<file path="src/core/bmpc_map.svh">
// Offsets, field positions, reset values and timing counts of the burst/protection sequencer
`ifndef BMPC_MAP_SVH
`define BMPC_MAP_SVH

`define BMPC_CLK_HZ 40000000
`define BMPC_CLK_MHZ 40

// Burst-mode timer, nominal 50 kHz, duty limited to 50 %
`define BMPC_BURST_HZ 50000
`define BMPC_BURST_PERIOD_CYC (`BMPC_CLK_HZ / `BMPC_BURST_HZ)
`define BMPC_BURST_HALF_CYC (`BMPC_BURST_PERIOD_CYC / 2)

// Longest on-time, rounded down
`define BMPC_ONMAX_NS 30000
`define BMPC_ONMAX_CYC ((`BMPC_ONMAX_NS * `BMPC_CLK_MHZ) / 1000)

// Least blanking times, rounded up
`define BMPC_SW_BLANK_NS 200
`define BMPC_SW_BLANK_CYC ((`BMPC_SW_BLANK_NS * `BMPC_CLK_MHZ + 999) / 1000)
`define BMPC_OVP_BLANK_NS 1000
`define BMPC_OVP_BLANK_CYC ((`BMPC_OVP_BLANK_NS * `BMPC_CLK_MHZ + 999) / 1000)
`define BMPC_BEB_NS 20000
`define BMPC_BEB_CYC ((`BMPC_BEB_NS * `BMPC_CLK_MHZ + 999) / 1000)
`define BMPC_OVL_BLANK_MS 24
`define BMPC_OVL_BLANK_CYC (`BMPC_OVL_BLANK_MS * `BMPC_CLK_MHZ * 1000)

// Valley counter values
`define BMPC_UD_ENTRY_VAL 3'h7

// Comparator flag positions
`define BMPC_FLAG_W 14
`define BMPC_FL_FB_ENTRY 0
`define BMPC_FL_FB_BH 1
`define BMPC_FL_FB_BL 2
`define BMPC_FL_FB_EXIT 3
`define BMPC_FL_FB_OVL 4
`define BMPC_FL_CS_PEAK 5
`define BMPC_FL_CS_BURST 6
`define BMPC_FL_CS_SW 7
`define BMPC_FL_ZC_OVP 8
`define BMPC_FL_OTP 9
`define BMPC_FL_VCC_UV 10
`define BMPC_FL_VCC_OV 11
`define BMPC_FL_VCC_OFF 12
`define BMPC_FL_VCC_ON 13

// Register byte offsets
`define BMPC_REG_CTRL 8'h00
`define BMPC_REG_STATUS 8'h04
`define BMPC_REG_INT_STAT 8'h08
`define BMPC_REG_INT_MASK 8'h0C
`define BMPC_CTRL_RST 1'b1
`define BMPC_MASK_RST 5'h00

// Event bit positions in status and mask
`define BMPC_EV_W 5
`define BMPC_EV_BURST_IN 0
`define BMPC_EV_BURST_OUT 1
`define BMPC_EV_RESTART 2
`define BMPC_EV_LATCH 3
`define BMPC_EV_MAXON 4

`endif

</file>
<file path="src/core/bmpc_pkg.sv">
// Types of the burst/protection sequencer
`default_nettype none
package bmpc_pkg;
  typedef enum logic [2:0] {
    ST_CHARGE = 3'b000,
    ST_RUN = 3'b001,
    ST_BURST_PAUSE = 3'b010,
    ST_BURST_ACTIVE = 3'b011,
    ST_RESTART = 3'b100,
    ST_LATCH = 3'b101
  } bmpc_state_t;
endpackage
`default_nettype wire

</file>
<file path="src/core/bmpc_flag_if.sv">
// Raw and cleaned comparator flags between the sequencer and its synchroniser
`default_nettype none
`include "bmpc_map.svh"
interface bmpc_flag_if;
  logic [`BMPC_FLAG_W-1:0] raw;
  logic [`BMPC_FLAG_W-1:0] clean;
  modport sync (input raw, output clean);
  modport core (output raw, input clean);
endinterface
`default_nettype wire

</file>
<file path="src/core/bmpc_sync.sv">
// Three-stage synchroniser with agreement filter for comparator flags
`default_nettype none
`include "bmpc_map.svh"
module bmpc_sync (
  input wire logic mclk,
  input wire logic reset,
  bmpc_flag_if.sync flags
);
  logic [`BMPC_FLAG_W-1:0] s1_ff;
  logic [`BMPC_FLAG_W-1:0] s2_ff;
  logic [`BMPC_FLAG_W-1:0] s3_ff;
  logic [`BMPC_FLAG_W-1:0] clean_ff;

  // Only s2 reads s1; a change counts once s2 and s3 agree
  always_ff @(posedge mclk) begin
    if (reset) begin
      s1_ff <= '0;
      s2_ff <= '0;
      s3_ff <= '0;
      clean_ff <= '0;
    end else begin
      s1_ff <= flags.raw;
      s2_ff <= s1_ff;
      s3_ff <= s2_ff;
      for (int i = 0; i < `BMPC_FLAG_W; i++) begin
        if (s2_ff[i] == s3_ff[i]) begin
          clean_ff[i] <= s3_ff[i];
        end
      end
    end
  end

  assign flags.clean = clean_ff;
endmodule // bmpc_sync
`default_nettype wire

</file>
<file path="src/core/bmpc_core.sv">
// Burst-mode and protection sequencer with APB registers
//
// Implementation choices: the register addresses and the APB interface to the registers.
`default_nettype none
`include "bmpc_map.svh"
module bmpc_core #(
  parameter int unsigned OVL_BLANK_CYC = `BMPC_OVL_BLANK_CYC
) (
  input wire logic mclk,
  input wire logic reset,
  input wire logic [`BMPC_FLAG_W-1:0] compFlags,
  input wire logic [2:0] udCount,
  input wire logic valleyOnReq,
  input wire logic psel,
  input wire logic penable,
  input wire logic pwrite,
  input wire logic [7:0] paddr,
  input wire logic [31:0] pwdata,
  output logic [31:0] prdata,
  output logic pready,
  output logic pslverr,
  output logic gateDrive,
  output logic biasEnable,
  output logic startupCellEn,
  output logic burstLimitSel,
  output logic udLoadOne,
  output logic softStart,
  output logic irq
);
  localparam int BURST_HALF = `BMPC_BURST_HALF_CYC;
  localparam int ONMAX = `BMPC_ONMAX_CYC;

  bmpc_flag_if flagBus ();
  assign flagBus.raw = compFlags;

  bmpc_sync u_sync (
    .mclk(mclk),
    .reset(reset),
    .flags(flagBus)
  );

  logic [`BMPC_FLAG_W-1:0] fl;
  assign fl = flagBus.clean;

  bmpc_pkg::bmpc_state_t state_ff;
  logic gate_ff;
  logic bias_ff;
  logic startup_ff;
  logic udLoad_ff;
  logic soft_ff;
  logic [9:0] burstTmr_ff;
  logic [10:0] onCnt_ff;
  logic [10:0] beCnt_ff;
  logic [19:0] ovlCnt_ff;
  logic [5:0] ovpCnt_ff;
  logic [3:0] swCnt_ff;
  logic ctrlEn_ff;
  logic [`BMPC_EV_W-1:0] intStat_ff;
  logic [`BMPC_EV_W-1:0] intMask_ff;
  logic irq_ff;
  logic [31:0] prdata_ff;
  logic pready_ff;
  logic pslverr_ff;

  logic running;
  logic inBurst;
  logic beHit;
  logic ovlHit;
  logic ovpHit;
  logic swHit;
  logic faultLatch;
  logic faultAuto;
  logic maxOnHit;
  logic burstOffHit;
  logic [`BMPC_EV_W-1:0] events;

  assign running = (state_ff == bmpc_pkg::ST_RUN) || inBurst;
  assign inBurst = (state_ff == bmpc_pkg::ST_BURST_PAUSE) ||
                   (state_ff == bmpc_pkg::ST_BURST_ACTIVE);
  assign beHit = beCnt_ff == 11'(`BMPC_BEB_CYC);
  assign ovlHit = ovlCnt_ff == 20'(OVL_BLANK_CYC);
  assign ovpHit = ovpCnt_ff == 6'(`BMPC_OVP_BLANK_CYC);
  assign swHit = swCnt_ff == 4'(`BMPC_SW_BLANK_CYC);
  assign maxOnHit = gate_ff && (onCnt_ff == 11'(ONMAX - 1));
  assign burstOffHit = fl[`BMPC_FL_CS_BURST] || (burstTmr_ff >= 10'(BURST_HALF));
  // Latching faults take priority over auto-restart ones
  assign faultLatch = running && (ovpHit || swHit);
  assign faultAuto = running && (fl[`BMPC_FL_VCC_UV] || fl[`BMPC_FL_VCC_OV] ||
                     fl[`BMPC_FL_OTP] || ovlHit);

  // Blanking counters saturate while their condition holds, clear otherwise
  always_ff @(posedge mclk) begin
    if (reset || state_ff != bmpc_pkg::ST_RUN || !fl[`BMPC_FL_FB_ENTRY] ||
        udCount != `BMPC_UD_ENTRY_VAL) begin
      beCnt_ff <= '0;
    end else if (!beHit) begin
      beCnt_ff <= beCnt_ff + 11'h001;
    end
  end

  always_ff @(posedge mclk) begin
    if (reset || !running || !fl[`BMPC_FL_FB_OVL]) begin
      ovlCnt_ff <= '0;
    end else if (!ovlHit) begin
      ovlCnt_ff <= ovlCnt_ff + 20'h0_0001;
    end
  end

  always_ff @(posedge mclk) begin
    if (reset || !running || gate_ff || !fl[`BMPC_FL_ZC_OVP]) begin
      ovpCnt_ff <= '0;
    end else if (!ovpHit) begin
      ovpCnt_ff <= ovpCnt_ff + 6'h01;
    end
  end

  // Spike filter: a pulse shorter than the blanking never reaches the latch
  always_ff @(posedge mclk) begin
    if (reset || !running || !gate_ff || !fl[`BMPC_FL_CS_SW]) begin
      swCnt_ff <= '0;
    end else if (!swHit) begin
      swCnt_ff <= swCnt_ff + 4'h1;
    end
  end

  // Free-running so burst pulses keep their nominal rate across pauses
  always_ff @(posedge mclk) begin
    if (reset || burstTmr_ff == 10'(`BMPC_BURST_PERIOD_CYC - 1)) begin
      burstTmr_ff <= '0;
    end else begin
      burstTmr_ff <= burstTmr_ff + 10'h001;
    end
  end

  always_ff @(posedge mclk) begin
    if (reset || !gate_ff) begin
      onCnt_ff <= '0;
    end else begin
      onCnt_ff <= onCnt_ff + 11'h001;
    end
  end

  // Mode sequencer
  always_ff @(posedge mclk) begin
    if (reset) begin
      state_ff <= bmpc_pkg::ST_CHARGE;
      bias_ff <= 1'b0;
      startup_ff <= 1'b1;
      udLoad_ff <= 1'b0;
      soft_ff <= 1'b0;
    end else begin
      udLoad_ff <= 1'b0;
      soft_ff <= 1'b0;
      if (faultLatch) begin
        state_ff <= bmpc_pkg::ST_LATCH;
        bias_ff <= 1'b0;
      end else if (faultAuto) begin
        state_ff <= bmpc_pkg::ST_RESTART;
        bias_ff <= 1'b0;
      end else begin
        case (state_ff)
          bmpc_pkg::ST_CHARGE: begin
            startup_ff <= 1'b1;
            if (fl[`BMPC_FL_VCC_ON]) begin
              state_ff <= bmpc_pkg::ST_RUN;
              startup_ff <= 1'b0;
              bias_ff <= 1'b1;
              soft_ff <= 1'b1;
            end
          end
          bmpc_pkg::ST_RUN: begin
            if (beHit) begin
              state_ff <= bmpc_pkg::ST_BURST_PAUSE;
              bias_ff <= 1'b0;
            end
          end
          bmpc_pkg::ST_BURST_PAUSE, bmpc_pkg::ST_BURST_ACTIVE: begin
            if (fl[`BMPC_FL_FB_EXIT]) begin
              state_ff <= bmpc_pkg::ST_RUN;
              bias_ff <= 1'b1;
              udLoad_ff <= 1'b1;
            end else if (state_ff == bmpc_pkg::ST_BURST_PAUSE && fl[`BMPC_FL_FB_BH]) begin
              state_ff <= bmpc_pkg::ST_BURST_ACTIVE;
              bias_ff <= 1'b1;
            end else if (state_ff == bmpc_pkg::ST_BURST_ACTIVE && fl[`BMPC_FL_FB_BL]) begin
              state_ff <= bmpc_pkg::ST_BURST_PAUSE;
              bias_ff <= 1'b0;
            end
          end
          bmpc_pkg::ST_RESTART: begin
            startup_ff <= 1'b0;
            if (fl[`BMPC_FL_VCC_OFF]) begin
              state_ff <= bmpc_pkg::ST_CHARGE;
              startup_ff <= 1'b1;
            end
          end
          bmpc_pkg::ST_LATCH: begin
            // Only reset leaves this state
            if (fl[`BMPC_FL_VCC_OFF]) begin
              startup_ff <= 1'b1;
            end else if (fl[`BMPC_FL_VCC_ON]) begin
              startup_ff <= 1'b0;
            end
          end
          default: begin
            state_ff <= bmpc_pkg::ST_CHARGE;
            bias_ff <= 1'b0;
            startup_ff <= 1'b1;
          end
        endcase
      end
    end
  end

  // Gate flip-flop: any turn-off cause clears it, turn-on only when none is pending
  always_ff @(posedge mclk) begin
    if (reset || faultLatch || faultAuto || !ctrlEn_ff) begin
      gate_ff <= 1'b0;
    end else if (maxOnHit) begin
      gate_ff <= 1'b0;
    end else if (state_ff == bmpc_pkg::ST_RUN) begin
      if (gate_ff && fl[`BMPC_FL_CS_PEAK]) begin
        gate_ff <= 1'b0;
      end else if (!gate_ff && valleyOnReq) begin
        gate_ff <= 1'b1;
      end
    end else if (state_ff == bmpc_pkg::ST_BURST_ACTIVE) begin
      if (gate_ff && burstOffHit) begin
        gate_ff <= 1'b0;
      end else if (!gate_ff && burstTmr_ff == 10'h000 && !fl[`BMPC_FL_FB_BL]) begin
        gate_ff <= 1'b1;
      end
    end else begin
      gate_ff <= 1'b0;
    end
  end

  assign events[`BMPC_EV_BURST_IN] = !faultLatch && !faultAuto &&
                                     state_ff == bmpc_pkg::ST_RUN && beHit;
  assign events[`BMPC_EV_BURST_OUT] = !faultLatch && !faultAuto && inBurst &&
                                      fl[`BMPC_FL_FB_EXIT];
  assign events[`BMPC_EV_RESTART] = faultAuto && !faultLatch;
  assign events[`BMPC_EV_LATCH] = faultLatch;
  assign events[`BMPC_EV_MAXON] = maxOnHit;

  // APB slave: pready follows one cycle into the access phase
  logic apbAcc;
  logic apbDone;
  logic addrOk;
  assign apbAcc = psel && penable && !pready_ff;
  assign apbDone = psel && penable && pready_ff;
  assign addrOk = (paddr == `BMPC_REG_CTRL) || (paddr == `BMPC_REG_STATUS) ||
                  (paddr == `BMPC_REG_INT_STAT) || (paddr == `BMPC_REG_INT_MASK);

  always_ff @(posedge mclk) begin
    if (reset) begin
      pready_ff <= 1'b0;
      pslverr_ff <= 1'b0;
      prdata_ff <= 32'h0000_0000;
    end else begin
      pready_ff <= apbAcc;
      pslverr_ff <= apbAcc && !addrOk;
      prdata_ff <= 32'h0000_0000;
      if (apbAcc && !pwrite) begin
        case (paddr)
          `BMPC_REG_CTRL: prdata_ff <= {31'h0000_0000, ctrlEn_ff};
          `BMPC_REG_STATUS: prdata_ff <= {25'h000_0000, burstLimitSel, startup_ff,
                                          bias_ff, gate_ff, state_ff};
          `BMPC_REG_INT_STAT: prdata_ff <= {27'h000_0000, intStat_ff};
          `BMPC_REG_INT_MASK: prdata_ff <= {27'h000_0000, intMask_ff};
          default: prdata_ff <= 32'h0000_0000;
        endcase
      end
    end
  end

  always_ff @(posedge mclk) begin
    if (reset) begin
      ctrlEn_ff <= `BMPC_CTRL_RST;
      intMask_ff <= `BMPC_MASK_RST;
    end else if (apbDone && pwrite) begin
      if (paddr == `BMPC_REG_CTRL) begin
        ctrlEn_ff <= pwdata[0];
      end
      if (paddr == `BMPC_REG_INT_MASK) begin
        intMask_ff <= pwdata[`BMPC_EV_W-1:0];
      end
    end
  end

  // A new event beats a write-one-to-clear in the same cycle
  always_ff @(posedge mclk) begin
    if (reset) begin
      intStat_ff <= '0;
    end else if (apbDone && pwrite && paddr == `BMPC_REG_INT_STAT) begin
      intStat_ff <= (intStat_ff & ~pwdata[`BMPC_EV_W-1:0]) | events;
    end else begin
      intStat_ff <= intStat_ff | events;
    end
  end

  always_ff @(posedge mclk) begin
    if (reset) begin
      irq_ff <= 1'b0;
    end else begin
      irq_ff <= |(intStat_ff & intMask_ff);
    end
  end

  logic burstSel_ff;
  always_ff @(posedge mclk) begin
    if (reset) begin
      burstSel_ff <= 1'b0;
    end else begin
      burstSel_ff <= inBurst;
    end
  end

  assign prdata = prdata_ff;
  assign pready = pready_ff;
  assign pslverr = pslverr_ff;
  assign gateDrive = gate_ff;
  assign biasEnable = bias_ff;
  assign startupCellEn = startup_ff;
  assign burstLimitSel = burstSel_ff;
  assign udLoadOne = udLoad_ff;
  assign softStart = soft_ff;
  assign irq = irq_ff;

  AST_BURST_ENTRY: assert property (@(posedge mclk) disable iff (reset)
    (state_ff == bmpc_pkg::ST_BURST_PAUSE && $past(state_ff) == bmpc_pkg::ST_RUN)
    |-> $past(beHit) && $past(udCount) == `BMPC_UD_ENTRY_VAL)
    else $error("burst entered without its conditions");

  AST_BURST_WAKE: assert property (@(posedge mclk) disable iff (reset)
    (state_ff == bmpc_pkg::ST_BURST_PAUSE && fl[`BMPC_FL_FB_BH] &&
     !fl[`BMPC_FL_FB_EXIT] && !faultLatch && !faultAuto)
    |=> state_ff == bmpc_pkg::ST_BURST_ACTIVE && biasEnable)
    else $error("paused burst did not wake");

  AST_BURST_TIMER: assert property (@(posedge mclk) disable iff (reset)
    ($rose(gate_ff) && state_ff == bmpc_pkg::ST_BURST_ACTIVE) |-> burstTmr_ff == 10'h001)
    else $error("burst pulse not started by timer");

  AST_BURST_CS_OFF: assert property (@(posedge mclk) disable iff (reset)
    (state_ff == bmpc_pkg::ST_BURST_ACTIVE && gate_ff && fl[`BMPC_FL_CS_BURST]) |=> !gate_ff)
    else $error("burst pulse passed current limit");

  AST_BURST_DUTY: assert property (@(posedge mclk) disable iff (reset)
    (state_ff == bmpc_pkg::ST_BURST_ACTIVE && gate_ff) |-> burstTmr_ff <= BURST_HALF)
    else $error("burst pulse passed half period");

  AST_BURST_SLEEP: assert property (@(posedge mclk) disable iff (reset)
    (state_ff == bmpc_pkg::ST_BURST_ACTIVE && fl[`BMPC_FL_FB_BL] &&
     !fl[`BMPC_FL_FB_EXIT] && !faultLatch && !faultAuto)
    |=> state_ff == bmpc_pkg::ST_BURST_PAUSE ##1 !gate_ff && !biasEnable)
    else $error("burst did not pause at low level");

  AST_EXIT_LOAD: assert property (@(posedge mclk) disable iff (reset)
    (inBurst && fl[`BMPC_FL_FB_EXIT] && !faultLatch && !faultAuto)
    |=> udLoadOne && state_ff == bmpc_pkg::ST_RUN ##1 !udLoadOne && !burstLimitSel)
    else $error("burst exit did not load valley counter");

  AST_MAX_ON: assert property (@(posedge mclk) disable iff (reset)
    gate_ff |-> onCnt_ff < ONMAX)
    else $error("gate high past maximum on-time");

  AST_LATCH_HOLD: assert property (@(posedge mclk) disable iff (reset)
    $past(state_ff) == bmpc_pkg::ST_LATCH |-> state_ff == bmpc_pkg::ST_LATCH && !gate_ff)
    else $error("latched-off state left or gate driven");

  AST_OVL_SHORT: assert property (@(posedge mclk) disable iff (reset)
    (running && !fl[`BMPC_FL_FB_OVL]) |=> ovlCnt_ff == 20'h0_0000 &&
    state_ff != bmpc_pkg::ST_RESTART || $past(faultAuto))
    else $error("overload blanking not restarted");
endmodule // bmpc_core
`default_nettype wire

</file>
<file path="config.mk">
export PLATFORM = sky130hd
export DESIGN_NAME = bmpc_core
export DESIGN_NICKNAME = d
export VERILOG_FILES = /design/src/core/bmpc_pkg.sv /design/src/core/bmpc_flag_if.sv /design/src/core/bmpc_sync.sv /design/src/core/bmpc_core.sv
export VERILOG_INCLUDE_DIRS = /design/src /design/src/core
export SDC_FILE = /design/constraint.sdc
export NUM_CORES = 1
export LEC_CHECK = 0
export ABC_AREA = 1
export BUFFER_PORTS_ARGS = -buffer_cell sky130_fd_sc_hd__buf_2
export CORE_UTILIZATION = 55
export DETAILED_ROUTE_END_ITERATION = 16
export PLACE_DENSITY_LB_ADDON = 0.1
export SKIP_LAST_GASP = 1
export SYNTH_ARGS = -nofsm -noshare
export SYNTH_HDL_FRONTEND = slang
export SYNTH_SLANG_ARGS = --single-unit
</file>
<file path="constraint.sdc">
create_clock -name mclk -period 1.5 [get_ports mclk]
set_input_delay 0.075 -clock mclk [delete_from_list [all_inputs] [get_ports mclk]]
set_output_delay 0.075 -clock mclk [all_outputs]
set_load 0.05 [all_outputs]
</file>
* Word-level counts from Yosys, hierarchy flattened
Cells that the tools add are included.
Word-level totals: logic and storage cells 209, output and inout bits 41, register bits 173, bits of input ports 63
Operators by class: eq/ne operators 42, $add $sub $neg 6, multiplexer cells 30, reductions and logical operators 79, bitwise gates (word level) 13, order comparisons 1
Operator list (number):
- $pmux W7 S4 | 1
- $logic_or A1 B1 Y1 | 24
- $mux W3 | 8
- $logic_and A1 B1 Y1 | 23
- $add A11 B1 Y11 const B | 2
- $add A20 B1 Y20 const B | 1
- $eq A20 B20 Y1 const B | 1
- $mux W1 | 17
- $eq A8 B4 Y1 const B | 2
- $pmux W3 S5 | 1
- $eq A1 B1 Y1 | 14
- $logic_not A1 Y1 | 13
- $ne A4 B3 Y1 const B | 3
- $eq A11 B10 Y1 const B | 1
- $eq A11 B11 Y1 const B | 1
- $add A10 B1 Y10 const B | 1
- $and A5 B5 Y5 | 2
- $eq A10 B10 Y1 const B | 1
- $ge A10 B9 Y1 const B | 1
- $logic_not A10 Y1 | 1
- $or A5 B5 Y5 | 2
- $reduce_and A5 Y1 | 2
- $ne A3 B1 Y1 const B | 3
- $eq A8 B3 Y1 const B | 1
- other kinds (25) | 45

* Longest topological paths before layout
Gate-level depths: netlist of run 1.
depth in word-level cells 10, depth in mapped cells 10, depth with buffers taken out 10

* By module
Synthesis of run 1 repeated with hierarchy kept, for this count alone.
Second synthesis, totals: cell total of the unflattened synthesis 826, area total of the unflattened synthesis 6458.7 um2
Modules (own cells, without submodules):
- bmpc_core | area each 4694.5 um2, seq. area each 1841.8 um2, times used 1, cells each 637
- bmpc_sync | area each 1764.2 um2, seq. area each 1121.1 um2, times used 1, cells each 189

* Worst setup path before layout of run 1
Ideal clock, no wire load.
path type reg-to-reg, start point register gate_ff (netlist: gateDrive), end point register swCnt_ff[1], library setup time 57 ps, period minus slack after synthesis 1617 ps, path slack -117 ps, stages on the path, launching flop included 9, required time 1443 ps, arrival time 1560 ps, buffers on the path 0, cell sequence dfxtp_1 -> inv_1 -> nor2_4 -> inv_2 -> nor3_2 -> inv_1 -> a21oi_1 -> o21ai_0 -> inv_1
On the way: longest elaborated chain between the ends 3
RTL lines:
- from (decl) | RTL line bmpc_core.sv:46 | logic gate_ff;
- from (signal assigned) | RTL line bmpc_core.sv:218 | gate_ff <= 1'b0;
- from (signal assigned) | RTL line bmpc_core.sv:220 | gate_ff <= 1'b0;
- from (signal assigned) | RTL line bmpc_core.sv:223 | gate_ff <= 1'b0;
- $logic_not A1 Y1 | RTL line bmpc_core.sv:119 | if (reset || !running || !gate_ff || !fl[`BMPC_FL_CS_SW]) begin
- $logic_or A1 B1 Y1 (2 in series) | RTL line bmpc_core.sv:119
- to (signal assigned) | RTL line bmpc_core.sv:122 | swCnt_ff <= swCnt_ff + 4'h1;
- to (decl) | RTL line bmpc_core.sv:56 | logic [3:0] swCnt_ff;
No other way between the ends. A chain may end at the register's enable or synchronous reset.

* Worst setup path after layout of run 1
start point register onCnt_ff[1], end point register onCnt_ff[10]
On the way: longest elaborated chain between the ends 1
RTL lines:
- from (decl) | RTL line bmpc_core.sv:52 | logic [10:0] onCnt_ff;
- from (signal assigned) | RTL line bmpc_core.sv:139 | onCnt_ff <= onCnt_ff + 11'h001;
- $add A11 B1 Y11 | RTL line bmpc_core.sv:139
No other way between the ends.

==> results of run 1 <==
## worst register-to-register path, delay by kind of cell (launching register included)
kind	cells	cell delay, ns
adders and majority gates	1	0.19
DFF	1	0.33
and+or+nand+nor	7	0.83
## through the flow
stage	utilization	setup slack (ns)
after global placement	0.606	0.0260
after CTS	0.686	-0.0278
after detailed placement	0.606	-0.0216
after floorplan	-	0.00430
final	0.706	0.0571
after global routing	0.706	-0.0599
## area by class of cell
cell class	instances	area share
multi-input combinational	526	0.363
timing repair buffer	106	0.0905
tap	143	0.0222
inverter	153	0.0716
clock inverter	6	0.0171
sequential	148	0.370
clock buffer	26	0.0657
## cells by family (layout without fill, tap and decap cells)
group / count (synthesis) / count (layout) / share of synthesized area
AO/OA/AOI/OAI: 136 / 136 / 0.124
adder cells (fa/ha/maj): 11 / 11 / 0.0213
other: 1 / 25 / 0.000580
XOR/XNOR: 4 / 4 / 0.00542
AND/OR/NAND/NOR: 350 / 350 / 0.262
flip-flops: 148 / 148 / 0.458
buffers and inverters: 189 / 291 / 0.128
## cells in the final DEF, fill, tap and decap left out, drive strengths merged, types with 23 or more instances in the layout
master / n
nand2: 119
dfxtp: 148
a21oi: 69
buf: 83
nand3: 39
conb: 25
nor2: 137
inv: 152
nor3: 26
o21ai: 42
dlygate4sd3: 23
clkbuf: 26
## timing repair
item	4_1_cts	5_1_grt
endpoints found under the hold margin	25	0
pin swaps	1	17
endpoints found under the setup margin	6	36
hold buffers	23	0
setup buffers	0	9
resized for setup	5	56
## routing by layer
metal	track usage	share of wire	routed length, um
met1	0.289	0.47	6340
met2	0.381	0.47	6350
met3	0.0637	0.044	592
met4	0.0747	0.012	167
met5	0	0	0
## synth_stat cells, drive strengths merged (2+ instances only)
cell,n,area [sq um]
a211oi,12,95.1
a21oi,69,372
a31oi,2,12.5
buf,32,236
clkbuf,4,15.0
dfxtp,148,2960
ha,11,138
inv,152,573
nand2,119,479
nand3,39,205
nand4,15,109
nor2,137,619
nor3,26,166
nor3b,3,22.5
nor4,4,46.3
o211ai,3,22.5
o21a,2,15.0
o21ai,42,236
o31ai,2,20.0
or2,6,40.0
xor2,4,35.0
## final timing paths
path / from / endpoint / slack, ns / depth (start not counted)
worst min register to register: u_sync.s1_ff[10] / u_sync.s2_ff[10] / 0.40 / 2
worst max-delay path: onCnt_ff[1] / onCnt_ff[10] / 0.06 / 8
worst max register to register: onCnt_ff[1] / onCnt_ff[10] / 0.06 / 8
worst min-delay path: psel / pslverr / 0.02 / 5
## report_power, final
part,total [W],internal (W),switching [W]
Sequential,0.00406,0.00401,0.0000474
Combinational,0.000717,0.000224,0.000493
Clock,0.00469,0.00310,0.00159
Total,0.00946,0.00734,0.00213
## sequential cells by signal (all words and copies together), names as in the netlist, 3 cells and up
signal              cells
ovpCnt_ff               6
beCnt_ff               11
state_ff                3
u_sync.s3_ff           14
intStat_ff              5
onCnt_ff               11
swCnt_ff                4
u_sync.flags.clean     14
intMask_ff              5
u_sync.s1_ff           14
u_sync.s2_ff           14
prdata                  7
burstTmr_ff            10
ovlCnt_ff              20
==> impl_summary.txt, run 1 <==
----------------------------------------------------
[Die]
  Starting density of the core ... 0.566
  Die H ... ~110 um
  Area of the core ... 11,400 sq um
  FP Rows ... 39
  Width of the chip ... roughly 110 um
  Die Footprint ... between 10,000 and 15,000 sq um
  Io pins ... approximately 100

[Placed design]
  Port Buffers ... slightly above 50
  Half-perimeter wire length of the detailed placement result ... around 9500 um
  Placer congestion estimate ... around 0.9
  Cells after DPL ... about 1,000
  Cell area after placement ... 6910 sq um

[Route]
  Via Count ... approximately 5,400
  Number of design rule violations left after detail routing ... 0
  DR WL/cell ... between 10 and 15 um
  Antenna violation net count after detailed routing ... 0
  First-iteration detailed-routing DRC count ... ~230
  Total routed wirelength ... 13,400 um
  Number of iterations in the first detailed-routing pass ... 5
  Vias per cell ... 4.90

[Timing]
  Upper clock frequency limit ... approximately 690 MHz
  Worst hold-check slack ... about 0.020 ns
  Clk_skew ... 0.00683 ns
  Post-route setup TNS ... 0 ns
  Final critical-path share of the clock period ... 0.962
  Actual slew at the worst max-slew pin ... about 0.50 ns
  Worst slew margin ... 0.660
  Number of max-slew violations in the final report ... 0
  Count of final setup violators ... 0
  Setup repair after global routing missed its margin ... yes
  Min Tclk post-route ... between 1 and 1.5 ns
  Final number of hold-violating endpoints ... 0

[Logic synthesis]
  Average footprint of a synthesized cell ... 7.71 sq um
  Main synth FF type ... dfxtp_1
  Synth Register Bits ... 148
  Async set or reset register ratio after synthesis ... 0
  Count of distinct cell types in the synthesized netlist ... between 50 and 60
  Register area share after synthesis ... 0.458
  Summed instance area of the synthesized netlist ... 6470 sq um
  Cells after synthesis ... ~840
  Synth warn ... 0
  Count of flip-flops with a built-in enable after synthesis ... 0

[Clock network]
  CTS clk-pin slew, worst paths ... around 0.060 ns
  CTS tree ... built
  Number of H-tree branching levels ... 4
  CTS buffer count ... 17
  Clock latency at the later pin of the worst-skew pair ... ~0.42 ns
  Num Clock Sinks ... 148
  Clock root buffer ... clkbuf_16
  Maximum count of clock buffers along a single path ... 2

[Power]
  Worst IR drop on VDD ... between 1000 and 1500 uV
  Leakage power ... 3.39 nW
  Power per standard cell area ... approximately 1200 nW/um^2
  Total power after layout ... 0.00946 W

[Layout]
  Total area of multi-input combinational cells ... 2920 sq um
  Proportion of layout cells with a drive suffix above 1 ... 0.232
  Fill cell instance count of the final layout ... 904
  Fin area ... 8060 sq um
  Nets ... around 1,000
  Area added between synthesis and finish ... 24.6%
  Final instance count without filler cells ... about 1,100
  Antenna diode instance count ... 0
  Area taken by flip-flops and latches ... about 3000 sq um

[Global routing]
  Pin count of the biggest net entering global routing ... 28
  Overall overflow remaining after global route ... 0
  Total GRT Usage ... 0.230
  Vias in the first global route ... between 5,000 and 6,000
  Initial antenna violation count ... 0
  Global-route wire length before repair ... around 23,000 um

[Setup path]
  Worst path required time ... 1.81 ns
  Slowest cell on crit path ... dfxtp_1
  Bufs and invs on worst path ... 0
  Crit end category ... flip-flop
  List of cells traversed by the critical path ... ha_2 -> nand2_2 -> nor3_4 -> nand2_1 -> nor2_2 -> nand2_2 -> nor3_2 -> nor3_1
  Worst setup SP type ... flip-flop
  Maximum fanout encountered on the critical timing path ... 3
  CP Class ... reg2reg
  Signal arrival time at the worst endpoint ... 1.76 ns
  Cell repeated most along the worst path ... nand2_2
  Worst stage delay on the critical path ... approximately 0.33 ns
  Kind of cell adding the most delay to the critical path ... simple AND/OR/NAND/NOR gates

[Min path]
  Worst min-delay path class ... in2reg

[Job]
  Count of max-cap constraint violations ... 0

[Outcome]
  Result of the run ... finished clean

----------------------------------------------------
No activity file was read; power rests on OpenSTA's default activity.
==> inputs of run 2 (changes only) <==
--- a/config.mk
+++ b/config.mk
@@ -14,4 +14,5 @@
 export SKIP_LAST_GASP = 1
 export SYNTH_ARGS = -nofsm -noshare
 export SYNTH_HDL_FRONTEND = slang
+export SYNTH_HIERARCHICAL = 1
 export SYNTH_SLANG_ARGS = --single-unit
==> constraint.sdc (replaced) <==
create_clock -name mclk -period 1.4 [get_ports mclk]
set_input_delay 0.07 -clock mclk [delete_from_list [all_inputs] [get_ports mclk]]
set_output_delay 0.07 -clock mclk [all_outputs]
set_load 0.05 [all_outputs]
==> run 2 against run 1 <==
  * The flow now finishes with violations (setup timing)
  * Largest cell class is now multi-input gates
  * Fmax decreased by 0.65%
  * Cell count rose by 2.3%
  * Clock power rose by 7.2%
  * Global-route usage increased by 2.1 points
  * Worst hold slack improved by 0.0044 ns
  * Die area decreased by 0.14%
  * First-iteration DRC count rose by 54%
  * Wire length up 10%
  * Register-to-register slack worse by 0.11 ns
  * Critical path depth is 2 higher
  * Critical endpoint is now biasEnable
  * Highest routed layer unchanged
==> impl_summary.txt, run 2 <==
----------------------------------------------------
[Layout]
  Nets ... 1,052
  Largest register FFs ... 20
  Fin area ... approximately 8600 sq um
  Final instance count without filler cells ... 1,134
  Largest register by flop count ... ovlCnt_ff
  Proportion of layout cells with a drive suffix above 1 ... 0.332
  Area added between synthesis and finish ... 33.3%
  Antenna diode instance count ... 0
  Highest-count cells in the layout ignoring fill and taps ... inv_1, dfxtp_1, nand2_1
  Commonest non-fill, non-tap cell in the layout ... inv_1

[Min path]
  Worst min-delay path startpoint ... paddr[5]
  Worst min-delay path class ... in2reg
  Instance count along the most critical hold path ... 5

[Die]
  Width of the chip ... roughly 110 um
  Area of the core ... approximately 11,000 sq um
  FP Rows ... 39
  Starting density of the core ... 0.566
  Die Footprint ... approximately 12,000 sq um
  Io pins ... 104
  Die H ... approximately 110 um

[Setup path]
  Crit end category ... flip-flop
  Origin of the worst setup path ... ovlCnt_ff[0]
  FF-to-FF Start ... ovlCnt_ff[0]
  CP Class ... reg2reg
  Maximum fanout encountered on the critical timing path ... 7
  Signal arrival time at the worst endpoint ... between 1.5 and 2 ns
  Worst path required time ... 1.73 ns
  Worst setup SP type ... flip-flop
  Cells on worst reg2reg path ... 10

[Global routing]
  Total GRT Usage ... 0.251
  Overall overflow remaining after global route ... 0
  Pin count of the biggest net entering global routing ... 36
  Vias in the first global route ... 5,564
  Global-route wire length before repair ... 23,500 um
  Initial antenna violation count ... 0

[Outcome]
  Violated checks ... setup timing
  Result of the run ... complete, but fails checks

[Route]
  Antenna violation net count after detailed routing ... 0
  Via Count ... 5,807
  First-iteration detailed-routing DRC count ... about 350
  Total routed wirelength ... around 15,000 um
  Vias per cell ... approximately 5.1
  DR WL/cell ... around 13 um
  Number of design rule violations left after detail routing ... 0
  Number of iterations in the first detailed-routing pass ... 5

[Placed design]
  Cell area after placement ... 7080 sq um
  Placer congestion estimate ... around 0.9
  Half-perimeter wire length of the detailed placement result ... approximately 9600 um
  Cells after DPL ... 1,057
  Port Buffers ... between 50 and 60
  Setup slack after placement ... -0.127 ns

[Logic synthesis]
  Async set or reset register ratio after synthesis ... 0
  Count of distinct cell types in the synthesized netlist ... 52
  Share of the synthesized netlist area taken by xor and xnor gates ... 0.00407
  Average footprint of a synthesized cell ... slightly below 8 sq um
  Area fraction of the dominant cell type after synthesis ... 0.459
  Area share of fa/ha/maj cells after synthesis ... 0.0213
  Cell with the most instances after synthesis ... dfxtp_1
  Portion of netlist area occupied by mux cells ... 0
  Largest cells by area after synthesis ... dfxtp_1, inv_1, nor2_1
  Synth Area in Compound Gates ... 0.131
  Most used standard cells in the synthesized netlist ... dfxtp_1, inv_1, nor2_1, nand2_1, a21oi_1
  Synth warn ... 6
  Dominant combinational cell family by area after synthesis ... simple AND/OR/NAND/NOR gates
  Count of flip-flops with a built-in enable after synthesis ... 0
  Cells after synthesis ... around 830
  Register area share after synthesis ... 0.459
  Library cell occupying the most area in the post-synthesis netlist ... dfxtp_1
  Simple-gate area share of the yosys netlist ... 0.253
  Summed instance area of the synthesized netlist ... 6460 sq um
  Main synth FF type ... dfxtp_1
  Synth Register Bits ... 148

[Timing]
  Final critical-path share of the clock period ... 1.04
  Count of final setup violators ... 4
  Final setup margin ... -0.0523 ns
  Min Tclk post-route ... ~1.5 ns
  Final number of hold-violating endpoints ... 0
  Upper clock frequency limit ... 689 MHz
  Clk_skew ... 0.00756 ns
  Number of max-slew violations in the final report ... 0
  Setup repair after global routing missed its margin ... yes

[Clock network]
  Clock latency at the later pin of the worst-skew pair ... 0.42 ns
  Number of H-tree branching levels ... 4
  Maximum count of clock buffers along a single path ... 2
  CTS clk-pin slew, worst paths ... 0.06 ns
  CTS buffer count ... 17
  CTS tree ... built
  Clock root buffer ... clkbuf_16
  Num Clock Sinks ... ~150

[Power]
  Leakage power ... approximately 3.7 nW
  Worst IR drop on VDD ... about 1200 uV
  Total power after layout ... ~0.011 W
  Power per standard cell area ... 1220 nW/um^2

[Job]
  Count of max-cap constraint violations ... 0

----------------------------------------------------
-- run 2: critical path, cell delays in order (launching register included) --
cell and delay (ns):
dfxtp_4 0.37, inv_4 0.07, ha_4 0.12, nand3_2 0.06
nor2_2 0.13, nand3_2 0.14, nand2_4 0.11, nand2_4 0.08
nand3_4 0.11, a21o_1 0.11, inv_1 0.04
-- run 2: routing by layer --
layer  GRT usage  share of wire  wire length [um]  up-vias
met5           0              0                 0        -
met4       0.120          0.028               410        0
met3      0.0776          0.038               560       49
met2       0.449           0.52              7730      156
met1       0.268           0.41              6120     2706
li1            -              -                 -     2896
-- run 2: final cells by class --
cell class	instances	area, sq um
Multi-Input combinational cell	519	3130
Sequential cell	148	3020
Fill cell	844	2810
Timing Repair Buffer	144	1040
Inverter	148	583
Clock buffer	17	425
Clock inverter	15	230
Tap cell	143	179
-- run 2: logic make-up after synthesis --
logic type / Yosys count
compound gates: 138
fa+ha+maj: 11
buf+inv: 183
other cells: 1
flops: 148
xor+xnor: 3
simple gates: 342
-- run 2: metrics by stage --
step	setup TNS (ns)	hold slack, ns	utilization
final	-0.0943	0.0247	0.754
after CTS	-0.0455	0.00554	0.709
after floorplan	0	0.177	-
after global placement	-0.00868	0.268	0.620
after detailed placement	-0.427	0.278	0.620
after global routing	-1.64	0.0447	0.754
-- run 2: what timing repair did --
item / 4_1_cts / 5_1_grt
setup endpoints to repair: 23 / 53
resized for setup: 32 / 121
hold endpoints to repair: 26 / 0
pin swaps: 16 / 40
hold buffers: 25 / 0
buffers inserted: 5 / 15
gates cloned: 0 / 0
-- run 2: worst paths after layout --
kind | endpoint | slack [ns]
max | biasEnable | -0.05
min | pslverr | 0.02
max reg2reg | biasEnable | -0.05
min reg2reg | u_sync/s2_ff[9] | 0.40
-- run 2: report_power, final --
group	leakage [nW]	internal [W]	switching (W)
clock network	0.315	0.00318	0.00184
logic	2.15	0.000374	0.000707
registers	1.22	0.00431	0.0000931
